`config.mk`:
```
export PLATFORM = sky130hd
export DESIGN_NAME = period_match_timer_8bit
export DESIGN_NICKNAME = d
export VERILOG_FILES = /design/src/timer_pkg.sv /design/src/period_match_timer_8bit.sv /design/src/scale_counter.sv
export SDC_FILE = /design/constraint.sdc
export NUM_CORES = 1
export LEC_CHECK = 0
export BUFFER_PORTS_ARGS = -buffer_cell sky130_fd_sc_hd__buf_2
export CAP_MARGIN = 20
export CELL_PAD_IN_SITES_DETAIL_PLACEMENT = 1
export CELL_PAD_IN_SITES_GLOBAL_PLACEMENT = 1
export CORE_MARGIN = 4
export CORE_UTILIZATION = 41
export CTS_CLUSTER_DIAMETER = 30
export CTS_CLUSTER_SIZE = 28
export DETAILED_ROUTE_END_ITERATION = 8
export GPL_TIMING_DRIVEN = 0
export PLACE_DENSITY = 0.87
export SYNTH_ARGS = -nofsm -noshare
export SYNTH_HDL_FRONTEND = slang
export SYNTH_HIERARCHICAL = 1
export SYNTH_SLANG_ARGS = --single-unit
```
`constraint.sdc`:
```
create_clock -name clk_i -period 3.45 [get_ports clk_i]
set_input_delay 0.69 -clock clk_i [delete_from_list [all_inputs] [get_ports clk_i]]
set_output_delay 0.69 -clock clk_i [all_outputs]
set_load 0.01 [all_outputs]
```
`src/timer_pkg.sv`:
```
// Constants for the 8-bit period match timer.
// Assumes an AXI4-Lite register bus with one 32-bit word per register.
package timer_pkg;

   ////////////////////////////////////////////////////////////////////
   // Register indices; byte address is four times the index
   localparam logic [7:0] IDX_INT_MASTER  = 8'h0b;
   localparam logic [7:0] IDX_FLAG        = 8'h0c;
   localparam logic [7:0] IDX_COUNTER     = 8'h11;
   localparam logic [7:0] IDX_CONTROL     = 8'h12;
   localparam logic [7:0] IDX_ENABLE      = 8'h8c;
   localparam logic [7:0] IDX_PERIOD      = 8'h92;
   localparam int         ADDR_W          = 12;

   ////////////////////////////////////////////////////////////////////
   // Reset values
   localparam logic [7:0] RST_INT_MASTER  = 8'h00;
   localparam logic [7:0] RST_ENABLE      = 8'h00;
   localparam logic [7:0] RST_COUNTER     = 8'h00;
   localparam logic [6:0] RST_CONTROL     = 7'h00;
   localparam logic [7:0] RST_PERIOD      = 8'hff;

   ////////////////////////////////////////////////////////////////////
   // Field positions
   localparam int         MATCH_FLAG_BIT  = 1;
   localparam int         PERIPH_IE_BIT   = 6;
   localparam int         GLOBAL_IE_BIT   = 7;
   localparam int         RUN_BIT         = 2;
   localparam int         PRE_LO          = 0;
   localparam int         POST_LO         = 3;

   ////////////////////////////////////////////////////////////////////
   // Prescale limits (ratio minus one) and core clock divider
   localparam logic [3:0] PRE_LIMIT_1     = 4'h0;
   localparam logic [3:0] PRE_LIMIT_4     = 4'h3;
   localparam logic [3:0] PRE_LIMIT_16    = 4'hf;
   localparam logic [1:0] CORE_DIV_LAST   = 2'h3;

   ////////////////////////////////////////////////////////////////////
   // Bus answers
   localparam logic [1:0] RESP_OKAY       = 2'h0;
   localparam logic [1:0] RESP_SLVERR     = 2'h2;

   typedef enum {
      SEL_NONE,
      SEL_INT_MASTER,
      SEL_FLAG,
      SEL_COUNTER,
      SEL_CONTROL,
      SEL_ENABLE,
      SEL_PERIOD
   } reg_sel_t;

endpackage : timer_pkg
```
`src/period_match_timer_8bit.sv`:
```
// 8-bit period match timer with prescaler, postscaler and interrupt.
// Assumes an AXI4-Lite master on clk_i and an active-high async reset.
`timescale 1ns/1ns

// Notes on behaviour
// - Count up, wrap to zero after period match
// - Period register resets to all ones, read/write
// - Core clock over four, prescale 1/4/16
// - Match postscaler ratio is code plus one
// - Postscaler event sets match flag bit one
// - Counter/control writes and reset clear scalers
// - Control write leaves counter value alone
// - Counter clears on reset, always read/write
// - Clearing run enable bit two halts counting
// - Prescaled match pulse goes to serial port
// - Counter and match feed PWM time base
module period_match_timer_8bit (
   input  wire logic                        clk_i,
   input  wire logic                        rst_i,
   input  wire logic [timer_pkg::ADDR_W-1:0] s_axi_awaddr_i,
   input  wire logic                        s_axi_awvalid_i,
   output logic                             s_axi_awready_o,
   input  wire logic [31:0]                 s_axi_wdata_i,
   input  wire logic [3:0]                  s_axi_wstrb_i,
   input  wire logic                        s_axi_wvalid_i,
   output logic                             s_axi_wready_o,
   output logic [1:0]                       s_axi_bresp_o,
   output logic                             s_axi_bvalid_o,
   input  wire logic                        s_axi_bready_i,
   input  wire logic [timer_pkg::ADDR_W-1:0] s_axi_araddr_i,
   input  wire logic                        s_axi_arvalid_i,
   output logic                             s_axi_arready_o,
   output logic [31:0]                      s_axi_rdata_o,
   output logic [1:0]                       s_axi_rresp_o,
   output logic                             s_axi_rvalid_o,
   input  wire logic                        s_axi_rready_i,
   output logic [7:0]                       counter_value_o,
   output logic [7:0]                       period_value_o,
   output logic                             match_pulse_o,
   output logic                             irq_o
);
   import timer_pkg::*;

   ////////////////////////////////////////////////////////////////////
   // Address decode
   function automatic reg_sel_t decode(input logic [ADDR_W-1:0] addr);
      logic [ADDR_W-3:0] idx;
      idx = addr[ADDR_W-1:2];
      case (idx)
         {2'h0, IDX_INT_MASTER}: decode = SEL_INT_MASTER;
         {2'h0, IDX_FLAG}:       decode = SEL_FLAG;
         {2'h0, IDX_COUNTER}:    decode = SEL_COUNTER;
         {2'h0, IDX_CONTROL}:    decode = SEL_CONTROL;
         {2'h0, IDX_ENABLE}:     decode = SEL_ENABLE;
         {2'h0, IDX_PERIOD}:     decode = SEL_PERIOD;
         default:                decode = SEL_NONE;
      endcase
   endfunction : decode

   ////////////////////////////////////////////////////////////////////
   // Register state
   logic [7:0]              int_master;
   logic [7:0]              enable_reg;
   logic                    match_flag;
   logic [7:0]              period_counter;
   logic [6:0]              timer_scaling_control;
   logic [7:0]              period_compare_value;

   logic                    aw_held;
   logic                    w_held;
   logic [ADDR_W-1:0]       aw_addr;
   logic [7:0]              w_byte;
   logic                    w_lane0;
   logic                    do_write;
   reg_sel_t                wsel;
   logic                    wr_go;
   logic                    wr_int_master;
   logic                    wr_flag;
   logic                    wr_counter;
   logic                    wr_control;
   logic                    wr_enable;
   logic                    wr_period;

   ////////////////////////////////////////////////////////////////////
   // Write channel
   assign s_axi_awready_o = ~aw_held & ~s_axi_bvalid_o;
   assign s_axi_wready_o  = ~w_held & ~s_axi_bvalid_o;

   always_ff @(posedge clk_i or posedge rst_i) begin
      if (rst_i) begin
         aw_held <= 1'b0;
         aw_addr <= '0;
      end else if (s_axi_awvalid_i && s_axi_awready_o) begin
         aw_held <= 1'b1;
         aw_addr <= s_axi_awaddr_i;
      end else if (do_write) begin
         aw_held <= 1'b0;
      end
   end

   always_ff @(posedge clk_i or posedge rst_i) begin
      if (rst_i) begin
         w_held  <= 1'b0;
         w_byte  <= 8'h00;
         w_lane0 <= 1'b0;
      end else if (s_axi_wvalid_i && s_axi_wready_o) begin
         w_held  <= 1'b1;
         w_byte  <= s_axi_wdata_i[7:0];
         w_lane0 <= s_axi_wstrb_i[0];
      end else if (do_write) begin
         w_held  <= 1'b0;
      end
   end

   assign do_write      = aw_held & w_held & ~s_axi_bvalid_o;
   assign wsel          = decode(aw_addr);
   assign wr_go         = do_write & w_lane0;
   assign wr_int_master = wr_go & (wsel == SEL_INT_MASTER);
   assign wr_flag       = wr_go & (wsel == SEL_FLAG);
   assign wr_counter    = wr_go & (wsel == SEL_COUNTER);
   assign wr_control    = wr_go & (wsel == SEL_CONTROL);
   assign wr_enable     = wr_go & (wsel == SEL_ENABLE);
   assign wr_period     = wr_go & (wsel == SEL_PERIOD);

   always_ff @(posedge clk_i or posedge rst_i) begin
      if (rst_i) begin
         s_axi_bvalid_o <= 1'b0;
         s_axi_bresp_o  <= RESP_OKAY;
      end else if (do_write) begin
         s_axi_bvalid_o <= 1'b1;
         s_axi_bresp_o  <= (wsel == SEL_NONE) ? RESP_SLVERR : RESP_OKAY;
      end else if (s_axi_bready_i) begin
         s_axi_bvalid_o <= 1'b0;
      end
   end

   ////////////////////////////////////////////////////////////////////
   // Read channel
   reg_sel_t   rsel;
   logic [7:0] read_byte;

   assign s_axi_arready_o = ~s_axi_rvalid_o;
   assign rsel            = decode(s_axi_araddr_i);

   always_comb begin
      case (rsel)
         SEL_INT_MASTER: read_byte = int_master;
         SEL_FLAG:       read_byte = {6'h00, match_flag, 1'b0};
         SEL_COUNTER:    read_byte = period_counter;
         SEL_CONTROL:    read_byte = {1'b0, timer_scaling_control};
         SEL_ENABLE:     read_byte = enable_reg;
         SEL_PERIOD:     read_byte = period_compare_value;
         default:        read_byte = 8'h00;
      endcase
   end

   always_ff @(posedge clk_i or posedge rst_i) begin
      if (rst_i) begin
         s_axi_rvalid_o <= 1'b0;
         s_axi_rdata_o  <= 32'h0000_0000;
         s_axi_rresp_o  <= RESP_OKAY;
      end else if (s_axi_arvalid_i && s_axi_arready_o) begin
         s_axi_rvalid_o <= 1'b1;
         s_axi_rdata_o  <= {24'h00_0000, read_byte};
         s_axi_rresp_o  <= (rsel == SEL_NONE) ? RESP_SLVERR : RESP_OKAY;
      end else if (s_axi_rready_i) begin
         s_axi_rvalid_o <= 1'b0;
      end
   end

   ////////////////////////////////////////////////////////////////////
   // Plain control registers
   always_ff @(posedge clk_i or posedge rst_i) begin
      if (rst_i) begin
         int_master <= RST_INT_MASTER;
         enable_reg <= RST_ENABLE;
      end else begin
         if (wr_int_master) begin
            int_master <= w_byte;
         end
         if (wr_enable) begin
            enable_reg <= w_byte;
         end
      end
   end

   always_ff @(posedge clk_i or posedge rst_i) begin
      if (rst_i) begin
         period_compare_value <= RST_PERIOD;
      end else if (wr_period) begin
         period_compare_value <= w_byte;
      end
   end

   always_ff @(posedge clk_i or posedge rst_i) begin
      if (rst_i) begin
         timer_scaling_control <= RST_CONTROL;
      end else if (wr_control) begin
         timer_scaling_control <= w_byte[6:0];
      end
   end

   ////////////////////////////////////////////////////////////////////
   // Clock division and scaling
   logic [1:0] core_div;
   logic       core_tick;
   logic       counter_run_enable;
   logic [1:0] prescale_select;
   logic [3:0] postscale_select;
   logic [3:0] pre_limit;
   logic       scaler_clear;
   logic       pre_tick;
   logic       post_tick;
   logic       period_hit;
   logic       match_event;

   assign counter_run_enable = timer_scaling_control[RUN_BIT];
   assign prescale_select    = timer_scaling_control[PRE_LO+1:PRE_LO];
   assign postscale_select   = timer_scaling_control[POST_LO+3:POST_LO];

   assign core_tick = (core_div == CORE_DIV_LAST);

   always_ff @(posedge clk_i or posedge rst_i) begin
      if (rst_i) begin
         core_div <= 2'h0;
      end else begin
         core_div <= core_div + 2'h1;
      end
   end

   assign pre_limit = prescale_select[1] ? PRE_LIMIT_16 :
                      prescale_select[0] ? PRE_LIMIT_4 : PRE_LIMIT_1;

   assign scaler_clear = wr_counter | wr_control;

   scale_counter #(
      .WIDTH (4)
   ) u_prescale (
      .clk_i   (clk_i),
      .rst_i   (rst_i),
      .clear_i (scaler_clear),
      .step_i  (core_tick & counter_run_enable),
      .limit_i (pre_limit),
      .tick_o  (pre_tick)
   );

   assign period_hit  = (period_counter == period_compare_value);
   assign match_event = pre_tick & period_hit & ~wr_counter;

   scale_counter #(
      .WIDTH (4)
   ) u_postscale (
      .clk_i   (clk_i),
      .rst_i   (rst_i),
      .clear_i (scaler_clear),
      .step_i  (match_event),
      .limit_i (postscale_select),
      .tick_o  (post_tick)
   );

   ////////////////////////////////////////////////////////////////////
   // Counter
   // reset clear and software load
   always_ff @(posedge clk_i or posedge rst_i) begin
      if (rst_i) begin
         period_counter <= RST_COUNTER;
      end else if (wr_counter) begin
         period_counter <= w_byte;
      end else if (match_event) begin
         period_counter <= 8'h00;
      end else if (pre_tick) begin
         period_counter <= period_counter + 8'h01;
      end
   end

   ////////////////////////////////////////////////////////////////////
   // Match flag and interrupt
   // postscaler sets flag
   always_ff @(posedge clk_i or posedge rst_i) begin
      if (rst_i) begin
         match_flag <= 1'b0;
      end else if (post_tick) begin
         match_flag <= 1'b1;
      end else if (wr_flag && w_byte[MATCH_FLAG_BIT]) begin
         match_flag <= 1'b0;
      end
   end

   assign irq_o = match_flag & enable_reg[MATCH_FLAG_BIT] &
                  int_master[PERIPH_IE_BIT] & int_master[GLOBAL_IE_BIT];

   ////////////////////////////////////////////////////////////////////
   // Outputs to serial port and PWM unit
   // prescaled match pulse
   always_ff @(posedge clk_i or posedge rst_i) begin
      if (rst_i) begin
         match_pulse_o <= 1'b0;
      end else begin
         match_pulse_o <= match_event;
      end
   end

   assign counter_value_o = period_counter;
   assign period_value_o  = period_compare_value;

endmodule : period_match_timer_8bit

```
`src/scale_counter.sv`:
```
// Modulo counter used as prescaler and postscaler.
// Assumes clear and step come from logic on the same clock.
`timescale 1ns/1ns
module scale_counter #(
   parameter int WIDTH = 4
) (
   input  wire logic             clk_i,
   input  wire logic             rst_i,
   input  wire logic             clear_i,
   input  wire logic             step_i,
   input  wire logic [WIDTH-1:0] limit_i,
   output logic                  tick_o
);

   logic [WIDTH-1:0] count;
   logic             at_limit;

   assign at_limit = (count >= limit_i);
   assign tick_o   = step_i & ~clear_i & at_limit;

   always_ff @(posedge clk_i or posedge rst_i) begin
      if (rst_i) begin
         count <= '0;
      end else if (clear_i || tick_o) begin
         count <= '0;
      end else if (step_i) begin
         count <= count + 1'b1;
      end
   end

endmodule : scale_counter

```
Yosys cells after proc, flatten, opt, wreduce, memory -nomap -nowiden

Cells that the tools add are included.

Bitwise gates (word level): 28
Mux-type cells: 23
$lt $le $gt $ge: 2
Eq/ne operators: 26
Reductions and logical operators: 16
$add $sub $neg: 4

Operators by type and width:

| kind                  | count |
|---|---|
| $eq A32 B3 Y1 const B | 5 |
| $eq A32 B2 Y1 const B | 3 |
| $eq A32 B4 Y1 const B | 3 |
| $logic_not A32 Y1     | 2 |
| $pmux W8 S6           | 1 |
| $eq A10 B4 Y1 const B | 4 |
| $eq A10 B5 Y1 const B | 4 |
| $eq A10 B8 Y1 const B | 4 |
| $pmux W3 S6           | 2 |
| $eq A32 B1 Y1 const B | 1 |
| $mux W8               | 3 |
| $and A1 B1 Y1         | 21 |
| $mux W4               | 5 |
| $reduce_bool A2 Y1    | 7 |
| $mux W1               | 9 |
| $add A4 B1 Y4 const B | 2 |
| $add A8 B1 Y8 const B | 1 |
| $eq A8 B8 Y1          | 1 |
| $ge A4 B4 Y1          | 2 |
| $mux W2               | 3 |
| $not A1 Y1            | 6 |
| $logic_and A1 B1 Y1   | 4 |
| $reduce_bool A3 Y1    | 1 |
| $add A2 B1 Y2 const B | 1 |
| other kinds (3)       | 4 |

Logic and storage cells: 119
Register bits after elaboration: 88

Depth between registers and ports, before layout

Gate-level depths: netlist of the first run.

Word-level depth: 14
Gate-level depth with buffers: 12
Gate-level depth less buffers: 12

By module

The synthesis of the first run kept the hierarchy.

Modules (own cells, without submodules):

| module                  | times used | seq. area each (um^2) | area each (um^2) | cells an instance |
|---|---|---|---|---|
| period_match_timer_8bit | 1          | 1911.8                | 3913.8           | 339 |
| scale_counter           | 2          | 100.1                 | 349.1            | 37 |

Worst setup path after synthesis of the first run

Ideal clock, no wire load.

Path kind: register to register
Start: register aw_addr[5]
End: register u_postscale.count[3]
Buffers on the path: 0
Setup slack: 282 ps
Arrival: 3005 ps
Cell stages (with the launch flop): 12
Clock period less this slack: 3168 ps
Setup time: 163 ps
Path through: dfrtp_1 -> nand2b_1 -> or3_4 -> or3b_4 -> o31ai_1 -> and3b_1 -> nand2_1 -> or3_1 -> nor2_1 -> nor3b_1 -> o221ai_1 -> a21oi_1

Cells in the longest elaborated chain, start to end: 14

RTL lines:

| element                                        | line                                                           | RTL |
|---|---|---|
| start: declaration                             | period_match_timer_8bit.sv:71                                  | `logic [ADDR_W-1:0] aw_addr;` |
| start signal: assignment                       | period_match_timer_8bit.sv:95                                  | `aw_addr <= s_axi_awaddr_i;` |
| $eq A10 B8 Y1 (tied with other cells)          | period_match_timer_8bit.sv:49                                  | `case (idx)` |
| $pmux W3 S6 *                                  | period_match_timer_8bit.sv:49                                  |  |
| $eq A32 B3 Y1 or $eq A32 B4 Y1 (tied branches) | period_match_timer_8bit.sv:120, period_match_timer_8bit.sv:121 |  |
| $and A1 B1 Y1 (on tied branches)               | period_match_timer_8bit.sv:120, period_match_timer_8bit.sv:121 |  |
| $or A1 B1 Y1 *                                 | period_match_timer_8bit.sv:234                                 | `assign scaler_clear = wr_counter \| wr_control;` |
| via scaler_clear                               | period_match_timer_8bit.sv:211                                 | `logic scaler_clear;` |
| $not A1 Y1 *                                   | scale_counter.sv:19                                            | `assign tick_o = step_i & ~clear_i & at_limit;` |
| $and A1 B1 Y1 * (2 in a row)                   | scale_counter.sv:19                                            |  |
| via pre_tick                                   | period_match_timer_8bit.sv:212                                 | `logic pre_tick;` |
| $and A1 B1 Y1 * (2 in a row)                   | period_match_timer_8bit.sv:248                                 | `assign match_event = pre_tick & period_hit & ~wr_counter;` |
| via match_event                                | period_match_timer_8bit.sv:215                                 | `logic match_event;` |
| $and A1 B1 Y1 (2 in a row)                     | scale_counter.sv:19                                            |  |
| $logic_or A1 B1 Y1                             | scale_counter.sv:24                                            | `end else if (clear_i \|\| tick_o) begin` |
| $mux W4 or $reduce_bool A2 Y1 (tied branches)  | --                                                             |  |
| end signal: assignment                         | scale_counter.sv:27                                            | `count <= count + 1'b1;` |
| end: declaration                               | scale_counter.sv:15                                            | `logic [WIDTH-1:0] count;` |

Mark *: on every way through the listed nets, which the timed path passes. The rest lies on a longest branch.
A chain may end at the register's enable or synchronous reset.

Worst setup path in the final report of the first run

Start: register s_axi_bvalid_o
End: register period_counter[7] (netlist: counter_value_o[7])

Cells in the longest elaborated chain, start to end: 12

RTL lines:

| element                          | line                                                           | RTL |
|---|---|---|
| start: declaration               | period_match_timer_8bit.sv:28                                  | `output logic s_axi_bvalid_o,` |
| start signal: assignment         | period_match_timer_8bit.sv:127                                 | `s_axi_bvalid_o <= 1'b0;` |
| start signal: assignment         | period_match_timer_8bit.sv:130                                 | `s_axi_bvalid_o <= 1'b1;` |
| start signal: assignment         | period_match_timer_8bit.sv:133                                 | `s_axi_bvalid_o <= 1'b0;` |
| $not A1 Y1 *                     | period_match_timer_8bit.sv:115                                 | `assign do_write = aw_held & w_held & ~s_axi_bvalid_o;` |
| $and A1 B1 Y1 *                  | period_match_timer_8bit.sv:115                                 |  |
| $and A1 B1 Y1 *                  | period_match_timer_8bit.sv:117                                 | `assign wr_go = do_write & w_lane0;` |
| $and A1 B1 Y1 (on tied branches) | period_match_timer_8bit.sv:120, period_match_timer_8bit.sv:121 |  |
| $or A1 B1 Y1 *                   | period_match_timer_8bit.sv:234                                 |  |
| via scaler_clear                 | period_match_timer_8bit.sv:211                                 |  |
| $not A1 Y1 *                     | scale_counter.sv:19                                            |  |
| $and A1 B1 Y1 * (2 in a row)     | scale_counter.sv:19                                            |  |
| via pre_tick                     | period_match_timer_8bit.sv:212                                 |  |
| $and A1 B1 Y1 (2 in a row)       | period_match_timer_8bit.sv:248                                 |  |
| $mux W8                          | period_match_timer_8bit.sv:269                                 | `end else if (match_event) begin` |
| $mux W8                          | period_match_timer_8bit.sv:267                                 | `end else if (wr_counter) begin` |
| end signal: assignment           | period_match_timer_8bit.sv:268                                 | `period_counter <= w_byte;` |
| end signal: assignment           | period_match_timer_8bit.sv:272                                 | `period_counter <= period_counter + 8'h01;` |
| end: declaration                 | period_match_timer_8bit.sv:65                                  | `logic [7:0] period_counter;` |

Marked as above.

==> reports/results.md, run 1 <==
## Run status
- **outcome** completed

## Routing
- **total iterations of the first detailed-routing run** 7
- **routed vias** 3,589
- **drt initial violations** 170
- **DR vias/cell** 5.36
- **post-detailed-routing wire length** 12,500 µm
- **DRC** 0
- **Routed wire per std cell** 18.6 µm
- **number of nets with antenna violations after detailed routing** 0

## Clock tree
- **root buffer cell** sky130_fd_sc_hd__clkbuf_16
- **CTS Sinks** 84
- **CTS tree** built
- **Num CTS Buffers** 9
- **H-tree depth** 3
- **clock latency at the later pin of the worst-skew pair** 0.34 ns
- **clock-pin transition on the worst setup and hold timing paths** 0.06 ns
- **buffer levels on the longest clock path** 2

## Finish
- **register name with the most flops** aw_addr
- **highest-count cells in the layout ignoring fill and taps** sky130_fd_sc_hd__dfrtp_1, sky130_fd_sc_hd__buf_2, sky130_fd_sc_hd__mux2_2
- **final design instance area without fill** 5620 µm²
- **most common library cell in the layout ignoring fill and taps** sky130_fd_sc_hd__dfrtp_1
- **NumNets Final** 604
- **layout cells sized above 1** 36.8%
- **relative area change from synthesis to final layout** 21.9%
- **diode insertion count for antenna repair** 0
- **Filler cells** 1,238
- **Finished Layout Cells** 670
- **flip-flop count of the largest register, all copies and words added** 10

## Worst setup path
- **start-to-end type of the worst setup path** flop to flop
- **critical path fanouts, max** 10
- **required time of the critical path** 3.67 ns
- **Setup crit start kind** flop
- **arrival time at the worst endpoint** 3.54 ns
- **CP Capture Type** flop

## Worst hold path
- **worst hold path class** primary input to asynchronous set/reset pin

## Timing
- **final-report max-slew violation count** 0
- **setup slack after layout** 0.136 ns
- **crit path time final** 3.31 ns
- **accumulated negative setup slack** 0 ns
- **transition time at the pin with the least slew margin** 1.08 ns
- **share of the cycle needed by the critical path after routing** 96.1%
- **worst clock skew on the final layout** 0.00624 ns
- **final setup violating endpoints** 0
- **Max Clk Rate** 302 MHz
- **number of hold violations in the final report** 0
- **relative max-transition margin** 27.1%

## Die
- **total die area** 13,000 µm²
- **x dimension of the die** 114 µm
- **number of primary I/O pins** 126
- **Initial Util** 42.2%
- **Die Height** 114 µm
- **placement row count** 38
- **placeable core region** 10,900 µm²

## Place
- **weighted congestion reported at the end of routability-driven placement** 0.759
- **number of port buffers** 68
- **post-detail-place hpwl** 9070 µm
- **Post-DP Area** 5250 µm²
- **DP Cell Count** 647
- **post-placement setup slack** -0.569 ns

## GRT
- **total grt overflow** 0
- **overall track demand over capacity in global routing** 19.1%
- **pin count of the biggest net entering global routing** 60
- **via count of the first global-routing pass** 3,821
- **wire length of the first global-routing pass** 19,700 µm
- **initial antenna violation count** 0

## Yosys
- **post-synth top area cell** sky130_fd_sc_hd__dfrtp_1
- **summed instance area of the synthesized netlist** 4610 µm²
- **FFs w/ async S/R, synth** 100%
- **post-synthesis sequential area ratio** 45.8%
- **post-synth cell types** 58
- **Post-synth EDFFs** 0
- **Synth Warn #** 6
- **number of flip-flops and latches in the synthesized netlist** 84
- **synth top area cells** sky130_fd_sc_hd__dfrtp_1, sky130_fd_sc_hd__mux2_2, sky130_fd_sc_hd__dfstp_2
- **number of cells produced by synthesis** 413
- **primary flip-flop cell chosen by synthesis mapping** sky130_fd_sc_hd__dfrtp_1
- **average instance area after synthesis** 11.2 µm²
- **area fraction of the dominant cell type after synthesis** 41.2%

## Run
- **number of maximum-capacitance violations** 0

## Power
- **post-route total power** 2.81 mW
- **leakage power** 2.63 nW
- **peak supply drop** 450 µV
- **Power Density** 500 nW/µm²

-- stage by stage --
stage / hold slack, ns / utilization (%)
floorplan: 0.401 / -
global placement: 0.411 / 47.7
detailed placement: 0.423 / 48.0
CTS: 0.263 / 50.8
global route: 0.266 / 51.4
finish: 0.261 / 51.4
-- report_power, final --
group | total, mW | internal [mW] | switching, mW | leakage, nW
registers | 1.35 | 1.14 | 0.207 | 1.05
clock network | 0.911 | 0.528 | 0.383 | 0.136
logic | 0.548 | 0.283 | 0.265 | 1.44
total | 2.81 | 1.96 | 0.855 | 2.63
-- cells in the mapped netlist, drive strengths merged (6+ instances only) --
library cell / number
clkbuf: 10
nor3: 6
nand3: 12
and2: 9
inv: 17
dfrtp: 76
a222oi: 7
a21oi: 14
xnor2: 8
nor3b: 6
nand2b: 13
nor2b: 7
nand2: 18
buf: 28
nor2: 16
ha: 12
mux2: 50
dfstp: 8
o21ai: 17
a22o: 16
-- routing by layer --
| layer | wire length [µm] | GRT usage, % |
|---|---|---|
| met5 | 0 | 0 |
| met4 | 222 | 5.54 |
| met3 | 563 | 4.07 |
| met2 | 6660 | 34.1 |
| met1 | 5020 | 23.2 |
-- cells by family (layout without fill, tap and decap cells) --
logic type      Yosys count  after routing  share of synthesized area (%)
flops                    84             84                           45.8
simple gates            120            120                           16.1
mux                      53             53                           13.4
fa+ha+maj                12             12                           3.26
xor+xnor                  9              9                           1.71
other cells               1             26                         0.0813
compound gates           79             79                           12.9
buf+inv                  55            147                           6.78
-- final timing paths --
kind / endpoint / start / depth (start not counted) / slack [ns]
worst max-delay path: counter_value_o[7] / s_axi_bvalid_o / 12 / 0.14
worst min-delay path: u_prescale/count[2] / rst_i / 2 / 0.26
worst max register to register: counter_value_o[7] / s_axi_bvalid_o / 12 / 0.14
worst min register to register: core_div[0] / core_div[0] / 1 / 0.42
max in group asynchronous: period_value_o[5] / rst_i / 3 / 2.53
min in group clk_i: core_div[0] / core_div[0] / 1 / 0.42
-- worst max-delay path: stages, from the launching register on --
cell and delay [ns]:
sky130_fd_sc_hd__dfrtp_1 0.42, sky130_fd_sc_hd__and3b_1 0.21, sky130_fd_sc_hd__buf_2 0.15, sky130_fd_sc_hd__nand3_2 0.23, sky130_fd_sc_hd__or4_4 0.65, sky130_fd_sc_hd__o31ai_4 0.09
sky130_fd_sc_hd__buf_4 0.20, sky130_fd_sc_hd__and3b_2 0.29, sky130_fd_sc_hd__inv_1 0.09, sky130_fd_sc_hd__clkbuf_1 0.32, sky130_fd_sc_hd__or3_1 0.17, sky130_fd_sc_hd__a211oi_1 0.06
sky130_fd_sc_hd__a211o_1 0.31
-- final cells by class --
class                           instances  area (µm²)  area share [%]
Multi-Input combinational cell        299        2320            41.2
Sequential cell                        84        2110            37.6
Buffer                                 38         249            4.43
Tap cell                              140         175            3.12
Clock inverter                          3        21.3           0.378
Timing Repair Buffer                   76         420            7.48
Inverter                               17        66.3            1.18
Clock buffer                           13         260            4.63
-- repair_timing --
action	in CTS	in global routing
gates resized for setup	5	3
buffers inserted	0	7
setup endpoints to repair	14	4
pin swaps	0	2
hold buffers	0	0
Power figures use the tool's default switching activity.
==> inputs of run 2 (changes only) <==
--- a/config.mk
+++ b/config.mk
@@ -9,6 +9,7 @@
 export CAP_MARGIN = 20
 export CELL_PAD_IN_SITES_DETAIL_PLACEMENT = 1
 export CELL_PAD_IN_SITES_GLOBAL_PLACEMENT = 1
+export CORE_ASPECT_RATIO = 0.9
 export CORE_MARGIN = 4
 export CORE_UTILIZATION = 41
 export CTS_CLUSTER_DIAMETER = 30
==> reports/results.md, run 2 (synthesized netlist as in run 1, its figures left out) <==
## Routing
- **post-detailed-routing wire length** 12,100 µm
- **Routed wire per std cell** 17.9 µm
- **DR vias/cell** 5.33
- **total iterations of the first detailed-routing run** 4
- **DRC** 0
- **drt initial violations** 152
- **routed vias** 3,607
- **number of nets with antenna violations after detailed routing** 0

## Run status
- **outcome** completed

## Clock tree
- **CTS Sinks** 84
- **H-tree depth** 3
- **Num CTS Buffers** 9
- **clock latency at the later pin of the worst-skew pair** 0.34 ns
- **CTS tree** built
- **clock-pin transition on the worst setup and hold timing paths** 0.06 ns
- **root buffer cell** sky130_fd_sc_hd__clkbuf_16
- **buffer levels on the longest clock path** 2

## Finish
- **highest-count cells in the layout ignoring fill and taps** sky130_fd_sc_hd__dfrtp_1, sky130_fd_sc_hd__buf_2, sky130_fd_sc_hd__mux2_2
- **NumNets Final** 599
- **area taken by flip-flops and latches** 2110 µm²
- **layout cells sized above 1** 37.0%
- **relative area change from synthesis to final layout** 21.3%
- **diode insertion count for antenna repair** 0
- **register name with the most flops** aw_addr
- **Filler cells** 1,227
- **flip-flop count of the largest register, all copies and words added** 10
- **most common library cell in the layout ignoring fill and taps** sky130_fd_sc_hd__dfrtp_1
- **multi-input combinational cell area** 2310 µm²

## Power
- **leakage power** 2.61 nW
- **Sw Ratio** 31.2%
- **peak supply drop** 336 µV
- **Power Density** 502 nW/µm²
- **share of total power in combinational logic** 19.3%
- **proportion of power drawn by flip-flops and latches** 48.5%
- **switching component of the power** 875 µW
- **internal power contribution** 1.93 mW
- **Clock power frac** 32.2%

## Die
- **Initial Util** 42.3%
- **placeable core region** 10,900 µm²
- **total die area** 13,000 µm²
- **x dimension of the die** 120 µm
- **Die Height** 109 µm
- **number of primary I/O pins** 126
- **placement row count** 36

## Worst setup path
- **register-to-register setup slack** 0.22 ns
- **Setup crit start kind** flop
- **required time of the critical path** 3.67 ns
- **start-to-end type of the worst setup path** flop to flop
- **arrival time at the worst endpoint** 3.45 ns
- **CP Capture Type** flop
- **critical path fanouts, max** 9

## Timing
- **final-report max-slew violation count** 0
- **worst hold slack across all endpoints** 0.266 ns
- **share of the cycle needed by the critical path after routing** 93.6%
- **relative max-transition margin** 32.6%
- **accumulated negative setup slack** 0 ns
- **Max Clk Rate** 310 MHz
- **crit path time final** 3.23 ns
- **number of hold violations in the final report** 0
- **worst clock skew on the final layout** 0.00819 ns
- **transition time at the pin with the least slew margin** 1.00 ns
- **final setup violating endpoints** 0

## Run
- **number of maximum-capacitance violations** 0

## GRT
- **total grt overflow** 0
- **initial antenna violation count** 0
- **wire length of the first global-routing pass** 19,900 µm
- **overall track demand over capacity in global routing** 19.4%
- **pin count of the biggest net entering global routing** 60
- **via count of the first global-routing pass** 3,824

## Place
- **number of port buffers** 68
- **weighted congestion reported at the end of routability-driven placement** 0.832
- **post-detail-place hpwl** 9270 µm

## Worst hold path
- **worst hold path class** primary input to asynchronous set/reset pin

run 2: cell count changes in the layout (fill, tap and decap cells not counted):
cell	before	now
sky130_fd_sc_hd__clkbuf_1	12	9
sky130_fd_sc_hd__o31ai_4	1	0
sky130_fd_sc_hd__clkinv_2	1	4
sky130_fd_sc_hd__nor4bb_2	0	1
sky130_fd_sc_hd__clkinvlp_4	1	0
sky130_fd_sc_hd__nor4bb_1	3	2
sky130_fd_sc_hd__buf_4	33	29
sky130_fd_sc_hd__clkbuf_8	2	1
sky130_fd_sc_hd__o31ai_2	0	1
sky130_fd_sc_hd__inv_6	0	1
run 2: critical path, cell delays in order, from the launching register on:
cell and delay, ns:
sky130_fd_sc_hd__dfrtp_1 0.41, sky130_fd_sc_hd__and3b_1 0.21, sky130_fd_sc_hd__buf_2 0.15, sky130_fd_sc_hd__nand3_2 0.21
sky130_fd_sc_hd__or4_4 0.62, sky130_fd_sc_hd__o31ai_2 0.12, sky130_fd_sc_hd__buf_4 0.23, sky130_fd_sc_hd__and3b_2 0.29
sky130_fd_sc_hd__nand2_1 0.12, sky130_fd_sc_hd__or3_4 0.18, sky130_fd_sc_hd__nor2_4 0.07, sky130_fd_sc_hd__nor3b_1 0.20
sky130_fd_sc_hd__o221ai_1 0.19, sky130_fd_sc_hd__a21oi_1 0.09
run 2: worst paths after layout:
kind,start,end,cells past startpoint
setup reg to reg,s_axi_bvalid_o,u_postscale/count[3],13
hold / removal,rst_i,u_prescale/count[1],2
hold reg to reg,core_div[0],core_div[0],1
min in group clk_i,core_div[0],core_div[0],1
setup / recovery,s_axi_bvalid_o,u_postscale/count[3],13
max in group asynchronous,rst_i,period_value_o[1],3
run 2: routing by layer:
| metal | vias up | GRT usage (%) | share of wire, % |
|---|---|---|---|
| met5 | - | 0 | 0 |
| met4 | 0 | 6.21 | 1.7 |
| met3 | 20 | 3.99 | 5.2 |
| met2 | 91 | 33.6 | 50 |
| met1 | 1820 | 24.5 | 44 |
| li1 | 1676 | - | - |
run 2: power by group through the flow:
stage | logic, mW | registers (mW) | clock network (mW)
final | 0.542 | 1.36 | 0.905
after global routing | 0.607 | 1.39 | 0.966
after CTS | 0.547 | 1.36 | 0.923
after detailed placement | 0.542 | 1.37 | 0
after global placement | 0.507 | 1.34 | 0
after floorplan | 0.403 | 1.29 | 0
run 2: final cells by class:
type	count	area share [%]
Inverter	17	1.19
Sequential cell	84	37.7
Multi-Input combinational cell	299	41.4
Clock buffer	10	4.27
Timing Repair Buffer	72	6.98
Clock inverter	6	0.671
Tap cell	152	3.40
Buffer	37	4.38
run 2: repair_timing:
item	4_1_cts	5_1_grt
pin swaps	0	1
hold buffers	0	0
buffers inserted	0	2
gates resized for setup	6	3
endpoints found under the setup margin	7	5
run 2: metrics by stage:
step	util [%]	instance area (µm²)	worst slack, ns	total power, mW	std cells
finish	51.3	5600	0.220	2.81	677
global route	51.3	5600	-0.00764	2.96	677
CTS	51.1	5570	0.0432	2.83	675
global placement	48.0	5240	-0.421	1.85	658
floorplan	-	4710	0.282	1.69	438
detailed placement	48.4	5270	-0.466	1.91	660
==> inputs of run 3 (changes only) <==
--- a/config.mk
+++ b/config.mk
@@ -17,6 +17,7 @@
 export DETAILED_ROUTE_END_ITERATION = 8
 export GPL_TIMING_DRIVEN = 0
 export PLACE_DENSITY = 0.87
+export REMOVE_ABC_BUFFERS = 1
 export SYNTH_ARGS = -nofsm -noshare
 export SYNTH_HDL_FRONTEND = slang
 export SYNTH_HIERARCHICAL = 1
==> reports/results.md, run 3 (synthesized netlist as in run 1, its figures left out) <==
## Run status
- **outcome** completed

## Routing
- **number of nets with antenna violations after detailed routing** 0
- **DR vias/cell** 5.47
- **DRC** 0
- **routed vias** 3,493
- **total iterations of the first detailed-routing run** 5
- **drt initial violations** 214
- **post-detailed-routing wire length** 12,300 µm
- **Routed wire per std cell** 19.2 µm

## Finish
- **NumNets Final** 560
- **Filler cells** 1,222
- **multi-input combinational cell area** 2310 µm²
- **diode insertion count for antenna repair** 0
- **register name with the most flops** aw_addr
- **layout cells sized above 1** 33.5%
- **flip-flop count of the largest register, all copies and words added** 10
- **area taken by flip-flops and latches** 2110 µm²
- **highest-count cells in the layout ignoring fill and taps** sky130_fd_sc_hd__dfrtp_1, sky130_fd_sc_hd__buf_2, sky130_fd_sc_hd__mux2_2
- **relative area change from synthesis to final layout** 17.1%
- **most common library cell in the layout ignoring fill and taps** sky130_fd_sc_hd__dfrtp_1

## Place
- **number of port buffers** 68
- **weighted congestion reported at the end of routability-driven placement** 0.820
- **post-detail-place hpwl** 8860 µm

## GRT
- **total grt overflow** 0
- **overall track demand over capacity in global routing** 19.5%
- **via count of the first global-routing pass** 3,755
- **pin count of the biggest net entering global routing** 55
- **initial antenna violation count** 0
- **wire length of the first global-routing pass** 20,100 µm

## Worst setup path
- **longest individual stage delay on the worst path** 0.62 ns
- **critical path fanouts, max** 11
- **cell type group with the largest total delay on the critical path** simple AND/OR/NAND/NOR gates
- **Setup crit start kind** flop
- **CP cell instances** and3b_1, nand3_2, or4_4, o31ai_2, buf_4, and3b_2, nand2_1, or3_4, nor2_4, nor3b_1, o221ai_1, a21oi_1
- **arrival time at the worst endpoint** 3.44 ns
- **start-to-end type of the worst setup path** flop to flop
- **required time of the critical path** 3.67 ns
- **CP Capture Type** flop
- **Critical Path Slowest Stage Cell** sky130_fd_sc_hd__or4_4
- **number of buffer and inverter instances along the worst setup path** 1
- **register-to-register setup slack** 0.23 ns

## Clock tree
- **root buffer cell** sky130_fd_sc_hd__clkbuf_16
- **Hold-fix buffers, CTS** 0
- **clock-pin transition on the worst setup and hold timing paths** 0.07 ns
- **CTS Sinks** 84
- **Num CTS Buffers** 9
- **number of instances resized during post-cts repair** 5
- **H-tree depth** 3
- **number of setup buffers added after CTS** 0
- **clock latency at the later pin of the worst-skew pair** 0.34 ns
- **CTS tree** built
- **buffer levels on the longest clock path** 2

## Power
- **leakage power** 2.46 nW
- **post-route total power** 3.00 mW
- **share of total power in combinational logic** 16.5%
- **Clock power frac** 37.7%
- **peak supply drop** 364 µV
- **Sw Ratio** 29.6%
- **Power Density** 555 nW/µm²
- **proportion of power drawn by flip-flops and latches** 45.9%
- **internal power contribution** 2.11 mW
- **switching component of the power** 886 µW

## Timing
- **final-report max-slew violation count** 0
- **worst hold slack across all endpoints** 0.267 ns
- **final setup violating endpoints** 0
- **setup repair after global routing missed its margin** false
- **share of the cycle needed by the critical path after routing** 93.4%
- **crit path time final** 3.22 ns
- **number of hold violations in the final report** 0
- **relative max-transition margin** 24.5%
- **transition time at the pin with the least slew margin** 1.13 ns
- **worst clock skew on the final layout** 0.00779 ns
- **Max Clk Rate** 310 MHz

## Worst hold path
- **worst hold path class** primary input to asynchronous set/reset pin

## Die
- **number of primary I/O pins** 126
- **placement row count** 36
- **Initial Util** 42.3%
- **Die Height** 109 µm
- **placeable core region** 10,900 µm²
- **total die area** 13,000 µm²
- **x dimension of the die** 120 µm

## Run
- **number of maximum-capacitance violations** 0

## run 3: cell types whose count changed in the layout (fill, tap and decap cells not counted)
cell | previous run | this run
sky130_fd_sc_hd__buf_4 | 29 | 1
sky130_fd_sc_hd__buf_6 | 1 | 0
sky130_fd_sc_hd__clkinv_2 | 4 | 1
sky130_fd_sc_hd__bufinv_16 | 0 | 3
sky130_fd_sc_hd__nor4bb_1 | 2 | 3
sky130_fd_sc_hd__inv_6 | 1 | 2
sky130_fd_sc_hd__nor4bb_2 | 1 | 0
sky130_fd_sc_hd__clkbuf_8 | 1 | 0
sky130_fd_sc_hd__buf_2 | 69 | 68
sky130_fd_sc_hd__clkbuf_1 | 9 | 0
## run 3: path summary, 6_finish.rpt
check,start,to,depth (start not counted)
hold / removal,rst_i,u_prescale/count[0],2
min in group clk_i,core_div[0],core_div[0],1
hold reg to reg,core_div[0],core_div[0],1
max in group asynchronous,rst_i,period_value_o[7],3
setup / recovery,s_axi_bvalid_o,u_postscale/count[3],12
setup reg to reg,s_axi_bvalid_o,u_postscale/count[3],12
## run 3: per-stage QoR
step,TNS (ns),std cells,instance area (µm²),setup WS [ns],util [%]
6_report,0,638,5400,0.226,49.5
5_1_grt,0,638,5400,0.0449,49.5
4_1_cts,0,638,5390,0.0317,49.4
3_5_place_dp,-0.733,622,5020,-0.240,46.1
3_3_place_gp,-10.12,620,4990,-0.446,45.8
2_1_floorplan,0,400,4460,0.282,-
## run 3: metal layers
metal  vias to the layer above  wire [µm]  global-route usage, %
li1                       1596          -                      -
met1                      1784       5380                   25.0
met2                       100       6180                   34.4
met3                        13        603                   3.53
met4                         0        106                   4.82
met5                         -          0                      0
## run 3: power groups by stage
stage               clock network, mW  registers (mW)  logic [mW]
finish                           1.13            1.37       0.493
floorplan                           0            1.30       0.358
global route                     1.19            1.40       0.549
detailed placement                  0            1.38       0.490
global placement                    0            1.36       0.459
CTS                              1.15            1.37       0.499
## run 3: area by class of cell
class	instances	share of cell area, %
Clock buffer	9	4.17
Clock inverter	7	2.25
Inverter	17	1.23
Multi-Input combinational cell	299	42.8
Sequential cell	84	39.1
Tap cell	152	3.52
Timing Repair Buffer	70	6.95
